===== src/adc_seq_pkg.sv =====
// Constants for the converter sequencer: register map, fields, timing
package adc_seq_pkg;
  localparam logic [7:0] ADDR_ONDEMAND_SELECT = 8'h00;
  localparam logic [7:0] ADDR_CONVERTER_CTRL = 8'h01;
  localparam logic [7:0] ADDR_IRQ_MASK       = 8'h02;
  localparam logic [7:0] ADDR_IRQ_STATUS     = 8'h03;
  localparam logic [7:0] ADDR_OD_RESULT_HIGH = 8'h04;
  localparam logic [7:0] ADDR_OD_RESULT_LOW  = 8'h05;
  localparam logic [7:0] ADDR_PERIODIC_SEL   = 8'h06;
  localparam logic [7:0] ADDR_PERIODIC_CTRL  = 8'h07;
  localparam logic [7:0] ADDR_SLOT_BASE      = 8'h08;
  localparam logic [7:0] SLOT_STRIDE         = 8'h04;
  localparam logic [7:0] SLOT_THR_HIGH       = 8'h00;
  localparam logic [7:0] SLOT_THR_LOW        = 8'h01;
  localparam logic [7:0] SLOT_RES_HIGH       = 8'h02;
  localparam logic [7:0] SLOT_RES_LOW        = 8'h03;
  // ondemand_select_register fields
  localparam int SEL_CHAN_LSB  = 0;
  localparam int SEL_EN_BIT    = 4;
  localparam int SEL_START_BIT = 5;
  // converter_control_register fields
  localparam int CTRL_FORCE_BIT = 0;
  localparam int CTRL_ISRC_LSB  = 1;
  // three interrupt mask/status bits
  localparam int IRQ_OD_BIT    = 0;
  localparam int IRQ_SLOT_LSB  = 1;
  // periodic_control_register fields
  localparam int PCTRL_RATE_LSB = 0;
  localparam int PCTRL_EN_LSB   = 4;
  localparam int PCTRL_SD_LSB   = 6;
  // Polarity bit in threshold high register
  localparam int THR_POL_BIT    = 7;
  localparam logic [7:0] MASK_RESET = 8'h07;
  // Switch-off delay
  localparam int SWOFF_DELAY_US = 1000;
  localparam int CLK_MHZ        = 125;
  localparam int SWOFF_CYCLES   = SWOFF_DELAY_US * CLK_MHZ;
  localparam int RATE_BASE_CYCLES = 1024;
  typedef enum {ST_IDLE, ST_POWERUP, ST_CONVERT} conv_state_t;
endpackage


===== src/adc_conversion_sequencer.sv =====
// Conversion sequencer for the general-purpose converter
//
// Design decisions made here: the address-and-strobe port and the register addresses.
`timescale 1ns/100ps
// Overview of operation
// - On-demand start accepted only while enabled; converts selected channel
// - Channel 0 conversions drive the configured current source
// - Converter powers per request, or stays on while force-on set
// - On-demand done interrupt reaches host only when unmasked
// - Start bit begins one conversion; completion sets done flag
// - Result: high[3:0] holds upper four bits, low[7:0] lower eight
// - Periodic conversions use slot channel, repeating at programmed rate
// - Each periodic result is compared against split 12-bit threshold
// - Polarity bit selects above-threshold or below-threshold event
// - Slot runs only when enabled; interrupt forwarded when unmasked
// - Threshold crossing sets slot status flag and raises interrupt
// - Periodic results readable from slot result high and low
// - With shutdown bit set, crossing also requests device shutdown
// - Switch-off follows delay unless the interrupt is cleared first
// - Two identical periodic slots; own channel, threshold and enable, shared rate
module adc_conversion_sequencer
  import adc_seq_pkg::*;
#(
  parameter int POWERUP_CYCLES = 16,
  parameter int SWOFF_COUNT    = SWOFF_CYCLES
) (
  // Clock and reset
  input  wire logic        i_sys_clk,
  input  wire logic        i_reset,
  // Register port
  input  wire logic [7:0]  i_addr,
  input  wire logic [7:0]  i_wdata,
  input  wire logic        i_wr,
  input  wire logic        i_rd,
  output logic      [7:0]  o_rdata,
  // Analog converter core
  output logic             o_conv_power,
  output logic             o_conv_start,
  output logic      [3:0]  o_conv_channel,
  output logic      [2:0]  o_current_source,
  input  wire logic        i_conv_done,
  input  wire logic [11:0] i_conv_code,
  // System
  output logic             o_irq,
  output logic             o_shutdown_request,
  output logic             o_switch_off
);
  logic [7:0]  sel_reg;
  logic [7:0]  ctrl_reg;
  logic [7:0]  mask_reg;
  logic [7:0]  status_reg;
  logic [7:0]  psel_reg;
  logic [7:0]  pctrl_reg;
  logic [11:0] od_result_reg;
  logic [7:0]  thr_high_reg [2];
  logic [7:0]  thr_low_reg [2];
  logic [11:0] slot_result_reg [2];
  logic        od_pending_reg;
  logic [1:0]  slot_pending_reg;
  logic [1:0]  owner_reg;
  conv_state_t state_reg;
  logic [15:0] pwr_cnt_reg;
  logic [23:0] rate_cnt_reg;
  logic        shutdown_armed_reg;
  logic [31:0] swoff_cnt_reg;
  logic        od_start;
  logic        tick;
  logic        done_od;
  logic        done_a;
  logic        done_b;
  logic [1:0]  crossing;
  logic        sd_hit;
  logic        sd_flag_live;
  logic [7:0]  status_clear;
  logic [23:0] rate_limit;

  function automatic logic is_slot(input logic [7:0] a, input int s,
                                   input logic [7:0] off);
    return a == ADDR_SLOT_BASE + SLOT_STRIDE * 8'(s) + off;
  endfunction

  function automatic logic crosses(input logic [11:0] res,
                                   input logic [7:0] hi,
                                   input logic [7:0] lo);
    logic [11:0] thr;
    thr = {hi[3:0], lo};
    return hi[THR_POL_BIT] ? (res < thr) : (res > thr);
  endfunction

  function automatic logic wr_hit(input logic wr, input logic [7:0] a,
                                  input logic [7:0] target);
    return wr && a == target;
  endfunction

  // Upper four result bits, zero-padded to a register byte
  function automatic logic [7:0] result_high(input logic [11:0] res);
    return {4'h0, res[11:8]};
  endfunction

  assign od_start = wr_hit(i_wr, i_addr, ADDR_ONDEMAND_SELECT)
                    && i_wdata[SEL_START_BIT]
                    && (i_wdata[SEL_EN_BIT] || sel_reg[SEL_EN_BIT]);
  assign done_od = state_reg == ST_CONVERT && i_conv_done && owner_reg == 2'd0;
  assign done_a  = state_reg == ST_CONVERT && i_conv_done && owner_reg == 2'd1;
  assign done_b  = state_reg == ST_CONVERT && i_conv_done && owner_reg == 2'd2;
  // Compare the incoming code, the same value that lands in the result
  assign crossing[0] = done_a &&
    crosses(i_conv_code, thr_high_reg[0], thr_low_reg[0]);
  assign crossing[1] = done_b &&
    crosses(i_conv_code, thr_high_reg[1], thr_low_reg[1]);
  assign rate_limit = 24'(RATE_BASE_CYCLES) *
                      {20'h0, pctrl_reg[PCTRL_RATE_LSB +: 4]} +
                      24'(RATE_BASE_CYCLES - 1);
  assign tick = rate_cnt_reg >= rate_limit;
  // Write-one-to-clear: flags set meanwhile survive a software clear
  assign status_clear = wr_hit(i_wr, i_addr, ADDR_IRQ_STATUS) ?
                        i_wdata : 8'h00;
  // Only slots with shutdown enabled may arm or hold the switch-off
  assign sd_hit       = |(crossing & pctrl_reg[PCTRL_SD_LSB +: 2]);
  assign sd_flag_live = |(status_reg[2:1] & pctrl_reg[PCTRL_SD_LSB +: 2]);

  // Register writes
  always_ff @(posedge i_sys_clk or posedge i_reset) begin
    if (i_reset) begin
      sel_reg   <= 8'h00;
      ctrl_reg  <= 8'h00;
      mask_reg  <= MASK_RESET;
      psel_reg  <= 8'h00;
      pctrl_reg <= 8'h00;
      thr_high_reg <= '{8'h00, 8'h00};
      thr_low_reg  <= '{8'h00, 8'h00};
    end else if (i_wr) begin
      if (i_addr == ADDR_ONDEMAND_SELECT) begin
        // Start bit is self-clearing
        sel_reg <= i_wdata & ~(8'h01 << SEL_START_BIT);
      end else if (i_addr == ADDR_CONVERTER_CTRL) begin
        ctrl_reg <= i_wdata;
      end else if (i_addr == ADDR_IRQ_MASK) begin
        mask_reg <= i_wdata;
      end else if (i_addr == ADDR_PERIODIC_SEL) begin
        psel_reg <= i_wdata;
      end else if (i_addr == ADDR_PERIODIC_CTRL) begin
        pctrl_reg <= i_wdata;
      end else begin
        for (int s = 0; s < 2; s++) begin
          if (is_slot(i_addr, s, SLOT_THR_HIGH)) begin
            thr_high_reg[s] <= i_wdata;
          end
          if (is_slot(i_addr, s, SLOT_THR_LOW)) begin
            thr_low_reg[s] <= i_wdata;
          end
        end
      end
    end
  end

  // Free-running divider: one timebase shared by both slots
  always_ff @(posedge i_sys_clk or posedge i_reset) begin
    if (i_reset) begin
      rate_cnt_reg <= 24'h0;
    end else begin
      rate_cnt_reg <= tick ? 24'h0 : rate_cnt_reg + 24'h1;
    end
  end

  // On-demand request, held until the sequencer is idle
  always_ff @(posedge i_sys_clk or posedge i_reset) begin
    if (i_reset) begin
      od_pending_reg <= 1'b0;
    end else if (od_start) begin
      od_pending_reg <= 1'b1;
    end else if (state_reg == ST_IDLE && od_pending_reg) begin
      od_pending_reg <= 1'b0;
    end
  end

  // Periodic requests; on-demand is served first
  always_ff @(posedge i_sys_clk or posedge i_reset) begin
    if (i_reset) begin
      slot_pending_reg <= 2'b00;
    end else begin
      for (int s = 0; s < 2; s++) begin
        if (tick && pctrl_reg[PCTRL_EN_LSB + s]) begin
          slot_pending_reg[s] <= 1'b1;
        end else if (!pctrl_reg[PCTRL_EN_LSB + s]) begin
          slot_pending_reg[s] <= 1'b0;
        end else if (state_reg == ST_IDLE && !od_pending_reg &&
                     (s == 0 || !slot_pending_reg[0])) begin
          slot_pending_reg[s] <= 1'b0;
        end
      end
    end
  end

  // Converter sequencing
  always_ff @(posedge i_sys_clk or posedge i_reset) begin
    if (i_reset) begin
      state_reg      <= ST_IDLE;
      owner_reg      <= 2'd0;
      pwr_cnt_reg    <= 16'h0;
      o_conv_start   <= 1'b0;
      o_conv_channel <= 4'h0;
    end else begin
      o_conv_start <= 1'b0;
      case (state_reg)
        ST_IDLE: begin
          pwr_cnt_reg <= 16'h0;
          if (od_pending_reg) begin
            owner_reg      <= 2'd0;
            o_conv_channel <= sel_reg[SEL_CHAN_LSB +: 4];
            state_reg      <= ST_POWERUP;
          end else if (slot_pending_reg[0]) begin
            owner_reg      <= 2'd1;
            o_conv_channel <= psel_reg[3:0];
            state_reg      <= ST_POWERUP;
          end else if (slot_pending_reg[1]) begin
            owner_reg      <= 2'd2;
            o_conv_channel <= psel_reg[7:4];
            state_reg      <= ST_POWERUP;
          end
        end
        ST_POWERUP: begin
          // Forced-on converter is already settled
          if (ctrl_reg[CTRL_FORCE_BIT] ||
              pwr_cnt_reg >= 16'(POWERUP_CYCLES - 1)) begin
            o_conv_start <= 1'b1;
            state_reg    <= ST_CONVERT;
          end
          pwr_cnt_reg <= pwr_cnt_reg + 16'h1;
        end
        ST_CONVERT: begin
          if (i_conv_done) begin
            state_reg <= ST_IDLE;
          end
        end
        default: state_reg <= ST_IDLE;
      endcase
    end
  end

  // Per-request power saves current; force trades it for latency
  assign o_conv_power = ctrl_reg[CTRL_FORCE_BIT] ||
                        state_reg != ST_IDLE;
  assign o_current_source = (state_reg != ST_IDLE && o_conv_channel == 4'h0)
                            ? ctrl_reg[CTRL_ISRC_LSB +: 3] : 3'h0;

  // Results: raw 12-bit code, full scale over 4096 steps
  always_ff @(posedge i_sys_clk or posedge i_reset) begin
    if (i_reset) begin
      od_result_reg   <= 12'h0;
      slot_result_reg <= '{12'h0, 12'h0};
    end else begin
      if (done_od) begin
        od_result_reg <= i_conv_code;
      end
      if (done_a) begin
        slot_result_reg[0] <= i_conv_code;
      end
      if (done_b) begin
        slot_result_reg[1] <= i_conv_code;
      end
    end
  end

  // Status flags: a set in the clearing cycle wins
  always_ff @(posedge i_sys_clk or posedge i_reset) begin
    if (i_reset) begin
      status_reg <= 8'h00;
    end else begin
      status_reg <= (status_reg & ~status_clear) |
                    {5'h0, crossing, done_od};
    end
  end

  assign o_irq = |(status_reg[2:0] & ~mask_reg[2:0]);

  // Shutdown request and switch-off delay
  always_ff @(posedge i_sys_clk or posedge i_reset) begin
    if (i_reset) begin
      shutdown_armed_reg <= 1'b0;
      swoff_cnt_reg      <= 32'h0;
      o_switch_off       <= 1'b0;
    end else begin
      if (sd_hit) begin
        shutdown_armed_reg <= 1'b1;
        swoff_cnt_reg      <= 32'h0;
      end else if (shutdown_armed_reg && !sd_flag_live) begin
        // Clearing the flag in time cancels the pending switch-off
        shutdown_armed_reg <= 1'b0;
      end else if (shutdown_armed_reg) begin
        if (swoff_cnt_reg >= 32'(SWOFF_COUNT - 1)) begin
          o_switch_off <= 1'b1;
        end else begin
          swoff_cnt_reg <= swoff_cnt_reg + 32'h1;
        end
      end
    end
  end

  assign o_shutdown_request = shutdown_armed_reg;

  // Read data one cycle after the strobe
  always_ff @(posedge i_sys_clk or posedge i_reset) begin
    if (i_reset) begin
      o_rdata <= 8'h00;
    end else if (i_rd) begin
      if (i_addr == ADDR_ONDEMAND_SELECT) begin
        o_rdata <= sel_reg;
      end else if (i_addr == ADDR_CONVERTER_CTRL) begin
        o_rdata <= ctrl_reg;
      end else if (i_addr == ADDR_IRQ_MASK) begin
        o_rdata <= mask_reg;
      end else if (i_addr == ADDR_IRQ_STATUS) begin
        o_rdata <= status_reg;
      end else if (i_addr == ADDR_OD_RESULT_HIGH) begin
        o_rdata <= result_high(od_result_reg);
      end else if (i_addr == ADDR_OD_RESULT_LOW) begin
        o_rdata <= od_result_reg[7:0];
      end else if (i_addr == ADDR_PERIODIC_SEL) begin
        o_rdata <= psel_reg;
      end else if (i_addr == ADDR_PERIODIC_CTRL) begin
        o_rdata <= pctrl_reg;
      end else if (is_slot(i_addr, 0, SLOT_THR_HIGH)) begin
        o_rdata <= thr_high_reg[0];
      end else if (is_slot(i_addr, 0, SLOT_THR_LOW)) begin
        o_rdata <= thr_low_reg[0];
      end else if (is_slot(i_addr, 0, SLOT_RES_HIGH)) begin
        o_rdata <= result_high(slot_result_reg[0]);
      end else if (is_slot(i_addr, 0, SLOT_RES_LOW)) begin
        o_rdata <= slot_result_reg[0][7:0];
      end else if (is_slot(i_addr, 1, SLOT_THR_HIGH)) begin
        o_rdata <= thr_high_reg[1];
      end else if (is_slot(i_addr, 1, SLOT_THR_LOW)) begin
        o_rdata <= thr_low_reg[1];
      end else if (is_slot(i_addr, 1, SLOT_RES_HIGH)) begin
        o_rdata <= result_high(slot_result_reg[1]);
      end else if (is_slot(i_addr, 1, SLOT_RES_LOW)) begin
        o_rdata <= slot_result_reg[1][7:0];
      end else begin
        o_rdata <= 8'h00;
      end
    end else begin
      // Idle bus reads as zero, so stale data never lingers
      o_rdata <= 8'h00;
    end
  end
endmodule // adc_conversion_sequencer


===== config.mk =====
export PLATFORM = sky130hd
export DESIGN_NAME = adc_conversion_sequencer
export DESIGN_NICKNAME = d
export VERILOG_FILES = /design/src/adc_seq_pkg.sv /design/src/adc_conversion_sequencer.sv
export SDC_FILE = /design/constraint.sdc
export NUM_CORES = 1
export LEC_CHECK = 0
export BUFFER_PORTS_ARGS = -buffer_cell sky130_fd_sc_hd__buf_2
export CAP_MARGIN = 10
export CORE_MARGIN = 1.5
export CORE_UTILIZATION = 64
export CTS_BUF_LIST = sky130_fd_sc_hd__clkbuf_4
export DETAILED_ROUTE_END_ITERATION = 8
export PLACE_DENSITY = 0.79
export SYNTH_ARGS = -nofsm -noshare
export SYNTH_HDL_FRONTEND = slang
export SYNTH_SLANG_ARGS = --single-unit

===== constraint.sdc =====
create_clock -name i_sys_clk -period 6.8 [get_ports i_sys_clk]
set_input_delay 0.34 -clock i_sys_clk [delete_from_list [all_inputs] [get_ports i_sys_clk]]
set_output_delay 0.34 -clock i_sys_clk [all_outputs]
set_load 0.01 [all_outputs]

==> Word-level counts from Yosys, hierarchy flattened <==
Cells that the tools add are included.
{ "classes": {"addsub": 4, "bitwise_logic": 14, "n_mul": 0, "reduce_logical": 50, "eq_ne": 27, "n_shift": 0, "n_lt_le_gt_ge": 7, "div_mod_pow": 0, "muxes": 51} }
{ "op_table": {"columns": ["op", "count"], "rows": [
  ["two-way mux 32 bit", 9],
  ["two-way mux 8 bit", 18],
  ["case mux 32 bit (3 select lines)", 1],
  ["equality test 8 x 4 -> 1 bit (second input constant)", 8],
  ["zero test 32 bit", 2],
  ["adder 32 x 1 -> 32 bit (second input constant)", 1],
  ["equality test 32 x 1 -> 1 bit (second input constant)", 1],
  ["equality test 32 x 2 -> 1 bit (second input constant)", 1],
  ["equality test 32 x 3 -> 1 bit (second input constant)", 1],
  ["equality test 8 x 3 -> 1 bit (second input constant)", 4],
  [">= comparator 32 x 17 -> 1 bit (second input constant)", 1],
  ["case mux 16 bit (2 select lines)", 1],
  ["nonzero test 32 bit", 1],
  ["AND reduction 7 bit", 4],
  ["adder 24 x 1 -> 24 bit (second input constant)", 1],
  [">= comparator 24 x 15 -> 1 bit", 1],
  ["greater-than comparator 12 bit", 2],
  ["less-than comparator 12 bit", 2],
  ["two-way mux 24 bit", 1],
  ["logical AND 1 bit", 17],
  ["adder 16 x 1 -> 16 bit (second input constant)", 1],
  ["equality test 8 x 2 -> 1 bit (second input constant)", 2],
  [">= comparator 16 x 4 -> 1 bit (second input constant)", 1],
  ["adder 14 x 10 -> 15 bit (second input constant)", 1],
  ["other kinds (31)", 71]
]} }
{ "totals": {"ff_bits": 239, "n_memories": 0, "latchBits": 0, "wordCells": 179, "output_inout_bits": 20, "input_bits": 33, "mem_bits_ro": 0, "mem_bits_rw": 0} }

==> Depth between registers and ports, before layout <==
Gate-level depths: netlist of run 1.
{ "logic_depth": {"word_depth": 18, "ltp_mapped": 9, "ltp_nobuf": 8} }

==> Least setup slack after synthesis of run 1 <==
OpenSTA, ideal clock, no wires.
{ "synth_timing": {"path_type": "reg2reg", "start": "register thr_low_reg[9] in the netlist's numbering", "end": "register shutdown_armed_reg, in the netlist o_shutdown_request", "n_path_buf": 0, "setup_time_ns": 0.132, "t_required_ns": 6.668, "path_stages_with_launch": 9, "path_slack_ns": 4.565, "arrival_time_ns": 2.103, "period_less_slack_ns": 2.235, "path_cell_list": "dfrtp_1 > inv_1 > ha_1 > nor2b_1 > o211ai_1 > a211oi_1 > a2111oi_4 > mux2_4 > or3b_1"} }
{ "synth_between": {"elab_chain_cells": 6, "elab_cells_between_ends": 8, "classes_between": "order compare (2); mux (2); bitwise (1); reduce/logical (3)"} }
{ "synth_rtl": {"columns": ["item", "line", "source"], "rows": [
  ["start: declaration", "adc_conversion_sequencer.sv:56", "logic [7:0] thr_low_reg [2];"],
  ["start signal: assignment", "adc_conversion_sequencer.sv:131", "thr_low_reg <= '{8'h00, 8'h00};"],
  ["start signal: indexed assignment", "adc_conversion_sequencer.sv:150", "thr_low_reg[s] <= i_wdata;"],
  ["greater-than comparator 12 bit / less-than comparator 12 bit (equally long branches)", "adc_conversion_sequencer.sv:87", "return hi[THR_POL_BIT] ? (res < thr) : (res > thr);"],
  ["two-way mux 1 bit (*)", "adc_conversion_sequencer.sv:87", null],
  ["logical AND 1 bit (*)", "adc_conversion_sequencer.sv:107", "assign crossing[0] = done_a &&"],
  ["bitwise AND 2 bit (*)", "adc_conversion_sequencer.sv:119", "assign sd_hit = |(crossing & pctrl_reg[PCTRL_SD_LSB +: 2]);"],
  ["OR reduction 2 bit (*)", "adc_conversion_sequencer.sv:119", null],
  ["two-way mux 1 bit / nonzero test 2 bit (equally long branches)", null, null],
  ["end signal: assignment", "adc_conversion_sequencer.sv:280", "shutdown_armed_reg <= 1'b0;"],
  ["end signal: assignment", "adc_conversion_sequencer.sv:285", "shutdown_armed_reg <= 1'b1;"],
  ["end signal: assignment", "adc_conversion_sequencer.sv:289", "shutdown_armed_reg <= 1'b0;"],
  ["end: declaration", "adc_conversion_sequencer.sv:64", "logic shutdown_armed_reg;"]
]} }
Mark *: on every way between the ends. The rest lies on a longest branch, timed or not.
A chain may end at the register's enable or synchronous reset.

==> Worst setup path in the final report of run 1 <==
{ "layout_timing": {"start": "register state_reg[1]", "end": "output o_current_source[2]"} }
{ "layout_between": {"elab_chain_cells": 3} }
{ "layout_rtl": {"columns": ["item", "line", "source"], "rows": [
  ["start: declaration", "adc_conversion_sequencer.sv:61", "conv_state_t state_reg;"],
  ["start signal: assignment", "adc_conversion_sequencer.sv:198", "state_reg <= ST_IDLE;"],
  ["start signal: assignment", "adc_conversion_sequencer.sv:211", "state_reg <= ST_POWERUP;"],
  ["start signal: assignment", "adc_conversion_sequencer.sv:215", "state_reg <= ST_POWERUP;"],
  ["nonzero test 32 bit", "adc_conversion_sequencer.sv:244", "assign o_current_source = (state_reg != ST_IDLE && o_conv_channel == 4'h0)"],
  ["logical AND 1 bit", "adc_conversion_sequencer.sv:244", null],
  ["two-way mux 3 bit", "adc_conversion_sequencer.sv:245", "? ctrl_reg[CTRL_ISRC_LSB +: 3] : 3'h0;"],
  ["end: declaration", "adc_conversion_sequencer.sv:40", "output logic [2:0] o_current_source,"]
]} }
Every way passes these cells.

==> results.md, run 1 <==
- Ys async rst share: between 90% and 100%
- Crit-path max cell delay: 0.89 ns
- Synthesis-stage register bit count: 209
- Die Span Y: approximately 130 um
- Startpoint types: flop
- M1 GR Usage: 40.7%
- Post-DRT Antenna Nets: 0
- Slowest cell on the critical path: nor2_1
- # setup viols final: 0
- CP dominant cell by count: nor2_1
- CTS Buffer Depth: 3
- Initial DRT Pass Iterations: 7
- Final net count: 1095
- Least-Margin Pin Slew: 1.19 ns
- R2R Path Start: swoff_cnt_reg[0]
- DR vias/cell: between 6 and 7
- CTS Root Cell: clkbuf_4
- Top_reg_cell synth: dfrtp_1
- Busiest grt layer: met2
- Crit path max-delay family: simple AND/OR/NAND/NOR gates
- Fmax: 327 MHz
- Post-Route WL: about 24000 um
- CP Data Arrival Time: 2.72 ns
- Ports: 53
- Synth top area share: around 49%
- Post-synthesis instance area: 10600 um2
- VDD IR max: 0.000156 V
- Static Leak: 5.49 nW
- Largest net degree at the start of global routing: 130
- Hold Path Class: input pin to flop
- Port Buffers: 52
- Final Skew: between 0.03 and 0.04 ns
- Met3 Use GR: 5.86%
- Number of synthesized flops with an enable pin: 0
- Status: finished clean
- Post-synthesis sequential area ratio: 49.5%
- Worst setup margin: 3.74 ns
- First-pass GRT wire length: approximately 40000 um
- CP Max Fanout: 17
- Gpl congestion: 0.888
- Max Cap Violations: 0
- Initial antenna violation count: 1
- Full die area: approximately 17000 um2
- Pwr dens: 237 nW/um2
- Slew margin rel.: 20.5%
- Slew Limit Fails: 0
- Num CTS Buffers: 54
- Syn avg cell area: around 11 um2
- Crit share post-route: 44.9%
- Share of layout cells above drive strength 1: 27.1%
- Area contributors post-synth: dfrtp_1, mux2_2, ha_1, o21ai_0, nand2_1
- Synthesis Warnings: 0
- CORE AREA: 16000 um2
- Final Hold Viols: 0
- # fillers: roughly 1200
- Met2 Track Usage GR: roughly 44%
- Post-synth top cells: dfrtp_1, mux2_2, nand2_1
- Crit path buf inv count: 1
- Max FFs per register: 32
- Storage cell area: 5230 um2
- Pre-CTS WS: just under 4 ns
- Setup TNS: 0 ns
- Clock slew at reported path FFs: ~0.070 ns
- Unique masters post-synth: a little under 70
- Starting Density: 66.1%
- CTS sink cnt: 209
- Grt total ovfl: 0
- Multi-input gate area: 4980 um2
- HPWL Detailed: 16500 um
- GR Util All Layers: 28.7%
- H-tree depth: 2
- Capturing element type of the critical path: output pin
- DRC viols: 0
- Clock Latency Late Sink: between 0.6 and 0.7 ns
- Critical path origin: state_reg[1]
- Wirelength per Cell: 18.9 um
- Post-Syn Instances: 948
- Vias in the first global route: 7852
- # resized after CTS: 0
- Tmin final: 3.06 ns
- Via count: between 7000 and 8000
- Hold Startpoint: i_conv_code[2]
- TritonCTS clock tree: built
- Most frequent cell after synthesis: dfrtp_1
- Cell Rows: 46
- Worst endpoint required time: 6.46 ns
- DR iter-0 viols: 720
- RSZ-0062 raised after global routing: no
- Most area-hungry cell type in the Yosys netlist: dfrtp_1
- Kind of critical path: flop to output pin
- Area growth syn-to-layout: 10.7%
- Die X: around 130 um
- Crit-path cells: nor2_1, nor2_1, and2_1, buf_2
-- kinds of logic (layout without fill, tap and decap cells) --
kind of cell | Yosys count | after routing | share of synthesized area, %
AOI/OAI and AO/OA | 176 | 176 | 10.9
xor gates and xnor gates | 34 | 34 | 2.82
other | 1 | 10 | 0.0355
and+or+nand+nor | 282 | 282 | 15.1
DFF | 209 | 209 | 49.5
adders and majority gates | 31 | 31 | 3.67
muxes | 126 | 126 | 14.2
buffers and inverters | 89 | 204 | 3.75
-- per-stage QoR --
stage | total power [mW] | area (um2) | util [%] | hold WS (ns) | instances
after CTS | 2.79 | 11700 | 73.1 | 0.00197 | 1287
after global routing | 2.91 | 11700 | 73.2 | 0.0219 | 1288
after floorplan | 1.65 | 10600 | - | 0.444 | 956
final | 2.77 | 11700 | 73.2 | 0.0282 | 1288
after global placement | 1.75 | 10900 | 68.4 | 0.446 | 1180
after detailed placement | 1.77 | 10900 | 68.4 | 0.456 | 1180
-- layout by cell type, fill, tap and decap left out, drive strengths merged, types with 9 or more instances in the layout --
cell / n
a21boi: 9
a21o: 9
a21oi: 45
and3: 16
buf: 58
clkbuf: 75
clkinv: 20
conb: 9
dfrtp: 206
dlygate4sd3: 11
ha: 31
inv: 40
mux2: 106
mux2i: 12
nand2: 61
nand3: 21
nand4: 17
nor2: 51
nor3: 40
nor3b: 20
nor4: 13
o211ai: 10
o21ai: 53
o22ai: 10
xor2: 26
-- where the power goes --
group	total (mW)	switching (mW)	leakage, nW	internal, mW
combinational	0.341	0.191	2.38	0.149
sequential	1.42	0.0778	2.73	1.34
clock	1.02	0.508	0.385	0.509
-- worst paths after layout --
| path | slack [ns] | depth (start not counted) | to |
|---|---|---|---|
| max | 3.74 | 4 | o_current_source[2] |
| min | 0.03 | 2 | slot_result_reg[14] |
| max reg2reg | 3.93 | 7 | swoff_cnt_reg[9] |
| min reg2reg | 0.47 | 2 | o_switch_off |
| max in group asynchronous | 4.87 | 4 | sel_reg[4] |
| min in group asynchronous | 0.43 | 3 | swoff_cnt_reg[15] |
-- layer usage --
| metal | up-vias | share of wire (%) |
|---|---|---|
| li1 | 3624 | - |
| met2 | 299 | 46 |
| met1 | 3910 | 45 |
| met4 | 0 | 2.1 |
| met3 | 52 | 6.9 |
| met5 | - | 0 |
-- what timing repair did --
item	in CTS	in global routing
buffers inserted	0	0
hold buffers	11	0
endpoints found under the hold margin	143	0
-- cell type report --
| cell class | instances | area share, % |
|---|---|---|
| Antenna cell | 1 | 0.0214 |
| Clock buffer | 75 | 4.81 |
| Clock inverter | 21 | 0.695 |
| Inverter | 39 | 1.31 |
| Multi-Input combinational cell | 658 | 42.6 |
| Sequential cell | 209 | 44.7 |
| Tap cell | 216 | 2.31 |
| Timing Repair Buffer | 69 | 3.55 |
(Power assumes the default switching activity.)
==> inputs of run 2 (changes only) <==
- clock period: 6.8 -> 2.98 ns (I/O delays scaled with it)
==> results.md, run 2 (synthesized netlist as in run 1, its figures left out) <==
- Final net count: 1129 (was 1095)
- Least-Margin Pin Slew: 0.687 ns (was 1.19 ns)
- Post-CTS Setup Bufs: 0 (unchanged)
- Via count: 8081 (was 7885)
- Slowest cell on the critical path: a2111oi_4 (was nor2_1)
- DR vias/cell: 6.11 (was 6.12)
- Static Leak: 5.68 nW (was 5.49 nW)
- Area growth syn-to-layout: 13.9% (was 10.7%)
- Largest net degree at the start of global routing: 103 (was 130)
- Pwr dens: 541 nW/um2 (was 237 nW/um2)
- Worst Hold End: o_rdata[5] (was slot_result_reg[14])
- Cell Rows: 46 (unchanged)
- Clock slew at reported path FFs: 0.06 ns (was 0.07 ns)
- Met2 routed WL: 11600 um (was 11300 um)
- Pre-CTS WS: 0.463 ns (was 3.97 ns)
- Wirelength per Cell: 18.9 um (about the same)
- Worst reg-to-reg setup slack: 0.40 ns (was 3.93 ns)
- Top layer in use: met4 (unchanged)
- Max FFs per register: 32 (unchanged)
- Die X: 132 um (unchanged)
- VDD IR max: 0.000401 V (was 0.000156 V)
- RSZ-0062 raised after global routing: no (unchanged)
- Fmax: around 390 MHz
- Starting Density: 66.1% (unchanged)
- Hold Startpoint: i_addr[6] (was i_conv_code[2])
- Commonest non-fill, non-tap cell in the layout: dfrtp_1 (unchanged)
- Hold depth: 5 (was 2)
- Ports: 53 (unchanged)
- Worst endpoint required time: 3.49 ns (was 6.46 ns)
- Max Cap Violations: 0 (unchanged)
- Reg-to-Reg End: swoff_cnt_reg[2] (was swoff_cnt_reg[9])
- Crit path buf inv count: 2 (was 1)
- Num CTS Buffers: 56 (was 54)
- HPWL Detailed: 17200 um (was 16500 um)
- First-pass GRT wire length: 41800 um (was 40000 um)
- Tmin final: 2.58 ns
- Die Span Y: 132 um (unchanged)
- Slew margin rel.: 54.1% (was 20.5%)
- Gpl congestion: 0.900 (was 0.888)
- R2R Path Start: thr_low_reg[1] (was swoff_cnt_reg[0])
- WL met3: 1800 um (was 1690 um)
- Port Buffers: 52 (unchanged)
- TritonCTS clock tree: built (unchanged)
- DR iter-0 viols: 677 (was 720)
- CP Data Arrival Time: 3.08 ns (was 2.72 ns)
- Kind of critical path: flop to flop (was flop to output pin)
- Post-DRT Antenna Nets: 0 (unchanged)
- CORE AREA: 16000 um2 (unchanged)
- Startpoint types: flop (unchanged)
- Vias in the first global route: 8094 (was 7852)
- Setup TNS: 0 ns (unchanged)
- Clock Latency Late Sink: 0.67 ns (was 0.65 ns)
- DRC viols: 0 (unchanged)
- CTS sink cnt: 209 (unchanged)
- GR Util All Layers: 30.0% (was 28.7%)
- Crit path max-delay family: compound AO/OA/AOI/OAI gates (was simple AND/OR/NAND/NOR gates)
- Most frequent cells in the layout: dfrtp_1, mux2_2, clkbuf_4, nand2_1, buf_2 (unchanged)
- Post-Route WL: 25000 um (was 24400 um)
- CTS Root Cell: clkbuf_4 (unchanged)
- Capturing element type of the critical path: flop (was output pin)
- Crit share post-route: 86.4%
- WL met1: 11200 um (was 10900 um)
- # setup viols final: 0 (unchanged)
- Share of layout cells above drive strength 1: 28.8% (was 27.1%)
- Full die area: 17300 um2 (unchanged)
- Total power: 6.51 mW (was 2.77 mW)
- Crit-path cells: inv_1, ha_1, nor2b_4, o211ai_2, a211oi_1, a2111oi_4, mux2i_4, buf_4, nor3_1 (was nor2_1, nor2_1, and2_1, buf_2)
- Initial antenna violation count: 0 (was 1)
- WP depth: 9 (was 4)
- Grt total ovfl: 0 (unchanged)
- Finished layout cell area: 12000 um2 (was 11700 um2)
- CTS Buffer Depth: 3 (unchanged)
- Final Hold Viols: 0 (unchanged)
- H-tree depth: 2 (unchanged)
- CP Max Fanout: 19 (was 17)
- R2R depth: 9 (was 7)
- Slew Limit Fails: 0 (unchanged)
- Area after DPL: 11100 um2 (was 10900 um2)
- Crit-path max cell delay: 0.45 ns (was 0.89 ns)
- Worst setup margin: 0.404 ns (was 3.74 ns)
- Hold Path Class: input pin to flop (unchanged)
- Initial DRT Pass Iterations: 5 (was 7)
- # resized after CTS: 0 (unchanged)
- Status: finished clean (unchanged)
- Antenna diode count: 0 (was 1)
- Final Skew: 0.0352 ns (was 0.0361 ns)
run 2: cell types whose count changed in the layout (fill, tap and decap cells not counted):
cell | previous run | this run
buf_12 | 0 | 2
buf_4 | 6 | 23
clkbuf_4 | 75 | 83
clkinv_1 | 18 | 12
clkinv_2 | 2 | 3
clkinvlp_4 | 0 | 1
diode_2 | 1 | 0
dlygate4sd3_1 | 11 | 24
inv_2 | 1 | 2
inv_8 | 1 | 0
run 2: layout make-up:
cell class	count	area, um2
multi-input cells	658	4980
repair buffers	101	713
flip-flops and latches	209	5230
well taps	216	270
inverters	39	150
fillers	1162	3960
clock buffers	83	623
clock inverters	17	67.6
run 2: tightest hold or removal path: stages:
cell and delay [ns]:
buf_2 0.11, nor4_4 0.05, and2b_1 0.19, o2111ai_1 0.12, a21oi_1 0.08
run 2: how the worst max path moves through the flow:
stage                   start          endpoint  slack (ns)
2_1_floorplan         i_reset       ctrl_reg[0]        0.12
3_3_place_gp   thr_low_reg[1]  swoff_cnt_reg[8]        0.55
3_5_place_dp   thr_low_reg[1]  swoff_cnt_reg[2]        0.46
4_1_cts        thr_low_reg[1]  swoff_cnt_reg[2]        0.45
5_1_grt          state_reg[1]  swoff_cnt_reg[8]        0.27
6_report       thr_low_reg[1]  swoff_cnt_reg[2]        0.40
run 2: what timing repair did:
item | CTS | global route
hold buffers | 24 | 0
endpoints found under the setup margin | 0 | 0
hold endpoints to repair | 331 | 0
run 2: power by group:
group          internal (mW)  switching [mW]  leakage [nW]
registers               3.05           0.166          2.73
logic                  0.379           0.457          2.53
clock network           1.27            1.19         0.421
run 2: routing by layer:
| layer | up-vias | global-route usage (%) |
|---|---|---|
| li1 | 3693 | - |
| met1 | 4000 | 43.1 |
| met2 | 341 | 46.3 |
| met3 | 47 | 5.29 |
| met4 | 0 | 10.6 |
| met5 | - | 0 |
run 2: metrics by stage:
stage	hold WS [ns]	utilization, %	cells
2_1_floorplan	0.275	-	956
3_3_place_gp	0.0909	69.4	1199
3_5_place_dp	0.0944	69.4	1199
4_1_cts	0.0384	75.3	1323
5_1_grt	0.0785	75.3	1323
6_report	0.0681	75.3	1323
==> inputs of run 3 (changes only) <==
- CORE_UTILIZATION: 64 -> 35
- PLACE_DENSITY: 0.79 -> 0.46
==> results.md, run 3 (synthesized netlist as in run 1, its figures left out) <==
- Status: finished clean (unchanged)
- Tmin final: 2.59 ns (was 2.58 ns)
- DRC viols: 0 (unchanged)
- Multi-input gate area: 4980 um2 (unchanged)
- Post-CTS Setup Bufs: 0 (unchanged)
- Hold Startpoint: i_addr[6] (unchanged)
- CTS Hold Bufs: 26 (was 24)
- RSZ-0062 raised after global routing: no (unchanged)
- Max FFs per register: 32 (unchanged)
- Area after DPL: 11400 um2 (was 11100 um2)
- CP Data Arrival Time: 3.17 ns (was 3.08 ns)
- Wirelength per Cell: 18.6 um (was 18.9 um)
- CTS Buffer Depth: 3 (unchanged)
- Ports: 53 (unchanged)
- CTS Root Cell: clkbuf_4 (unchanged)
- First-pass GRT wire length: 45500 um (was 41800 um)
- CP Max Fanout: 21 (was 19)
- Worst endpoint required time: 3.56 ns (was 3.49 ns)
- Startpoint types: flop (unchanged)
- R2R depth: 9 (unchanged)
- Initial antenna violation count: 2 (was 0)
- Least-Margin Pin Slew: 0.679 ns (was 0.687 ns)
- Final net count: 1140 (was 1129)
- Starting Density: 35.6% (was 66.1%)
- Setup TNS: 0 ns (unchanged)
- CTS sink cnt: 209 (unchanged)
- CORE AREA: 29700 um2 (was 16000 um2)
- Share of layout cells above drive strength 1: 29.4% (was 28.8%)
- Worst setup margin: 0.390 ns (was 0.404 ns)
- Most frequent cells in the layout: dfrtp_1, mux2_2, clkbuf_4, nand2_1, buf_2 (unchanged)
- Hold depth: 6 (was 5)
- Capturing element type of the critical path: flop (unchanged)
- Clock slew at reported path FFs: 0.06 ns (about the same)
- Finished layout cell area: 12400 um2 (was 12000 um2)
- Non-Filler Instances: 1505 (was 1323)
- Full die area: 31300 um2 (was 17300 um2)
- Pwr dens: 532 nW/um2 (was 541 nW/um2)
- Port Buffers: 52 (unchanged)
- Pre-CTS WS: 0.403 ns (was 0.463 ns)
- DR vias/cell: 5.14 (was 6.11)
- Crit share post-route: 86.9% (was 86.4%)
- Slew margin rel.: 54.7% (was 54.1%)
- Final Skew: 0.0213 ns (was 0.0352 ns)
- Die Span Y: 177 um (was 132 um)
- R2R Path Start: thr_low_reg[9] (was thr_low_reg[1])
- Clock Latency Late Sink: 0.67 ns (about the same)
- Storage cell area: 5230 um2 (unchanged)
- Hold Path Class: input pin to flop (unchanged)
- Comb power frac: 13.1% (was 12.8%)
- Switch Pwr: 1.83 mW (was 1.81 mW)
- Max Cap Violations: 0 (unchanged)
- Share of power burned in registers: 48.9% (was 49.4%)
- TritonCTS clock tree: built (unchanged)
- Slew Limit Fails: 0 (unchanged)
- Switching Fraction: 27.8% (about the same)
- Grt total ovfl: 0 (unchanged)
- Cell Rows: 63 (was 46)
- Cell internal pwr: 4.74 mW (was 4.70 mW)
- GR Util All Layers: 18.7% (was 30.0%)
- Post-Route WL: 28000 um (was 25000 um)
- Area growth syn-to-layout: 17.0% (was 13.9%)
- # setup viols final: 0 (unchanged)
- DR iter-0 viols: 452 (was 677)
- Worst Hold End: o_rdata[7] (was o_rdata[5])
- # resized after CTS: 0 (unchanged)
- Initial DRT Pass Iterations: 4 (was 5)
- # fillers: 2880 (was 1162)
- Vias in the first global route: 7939 (was 8094)
- Commonest non-fill, non-tap cell in the layout: dfrtp_1 (unchanged)
- Via count: 7734 (was 8081)
- Kind of critical path: flop to flop (unchanged)
- Clock network power share: 38.0% (was 37.8%)
- H-tree depth: 2 (unchanged)
- Gpl congestion: 0.779 (was 0.900)
- Final Hold Viols: 0 (unchanged)
- Reg-to-Reg End: swoff_cnt_reg[10] (was swoff_cnt_reg[2])
- Total power: 6.57 mW (was 6.51 mW)
- Static Leak: 5.73 nW (was 5.68 nW)
- Dpl cells: 1380 (was 1199)
- Num CTS Buffers: 58 (was 56)
- Fmax: 386 MHz (was 388 MHz)
- VDD IR max: 0.000221 V (was 0.000401 V)
- HPWL Detailed: 19300 um (was 17200 um)
- Die X: 177 um (was 132 um)
- Worst reg-to-reg setup slack: 0.39 ns (was 0.40 ns)
- Post-DRT Antenna Nets: 0 (unchanged)
- Largest net degree at the start of global routing: 118 (was 103)
-- run 3: changes by cell type in the layout (fill, tap and decap cells not counted) --
cell,change
clkbuf_4,+4
diode_2,+2
buf_12,+2
dlygate4sd3_1,+2
buf_4,+5
clkinv_1,-4
clkinv_2,-2
inv_2,-1
-- run 3: per-layer routing --
metal	up-vias	wire length, um	track usage [%]
met5	-	0	0
met4	0	332	4.98
met3	39	895	3.29
met2	132	12700	28.7
met1	3847	14100	27.2
li1	3716	-	-
-- run 3: worst max path at each step --
stage                              endpoint  slack (ns)      startpoint
after detailed placement  swoff_cnt_reg[31]        0.40  thr_low_reg[9]
after global placement    swoff_cnt_reg[31]        0.44  thr_low_reg[9]
after floorplan                 ctrl_reg[0]        0.12         i_reset
after CTS                 swoff_cnt_reg[10]        0.39  thr_low_reg[9]
after global routing      swoff_cnt_reg[31]        0.26  thr_low_reg[9]
final                     swoff_cnt_reg[10]        0.39  thr_low_reg[9]
-- run 3: cell type report --
| type | count | area share, % |
|---|---|---|
| Clock inverter | 10 | 0.314 |
| Sequential cell | 209 | 42.3 |
| Multi-Input combinational cell | 658 | 40.3 |
| Timing Repair Buffer | 110 | 6.56 |
| Antenna cell | 2 | 0.0405 |
| Inverter | 39 | 1.21 |
| Clock buffer | 87 | 5.28 |
| Tap cell | 390 | 3.95 |
-- run 3: per-stage QoR --
step                      util, %  hold slack [ns]
after global placement       38.4            0.380
after CTS                    41.6           0.0454
after floorplan                 -            0.275
after global routing         41.6            0.108
after detailed placement     38.4            0.379
final                        41.6            0.101
-- run 3: critical path: stages (launching register included) --
cell and delay, ns:
dfrtp_1 0.38, inv_1 0.07, ha_1 0.23, nor2b_1 0.13, o211ai_1 0.17, a211oi_1 0.14
a2111oi_4 0.44, mux2_4 0.48, buf_4 0.26, nor3_1 0.18
-- run 3: power groups by stage --
stage | sequential [mW] | clock [mW] | combinational, mW
after floorplan | 3.21 | 0 | 0.561
after global placement | 3.27 | 0 | 0.835
after detailed placement | 3.27 | 0 | 0.847
after CTS | 3.22 | 2.60 | 0.874
after global routing | 3.24 | 2.76 | 0.961
final | 3.21 | 2.50 | 0.860
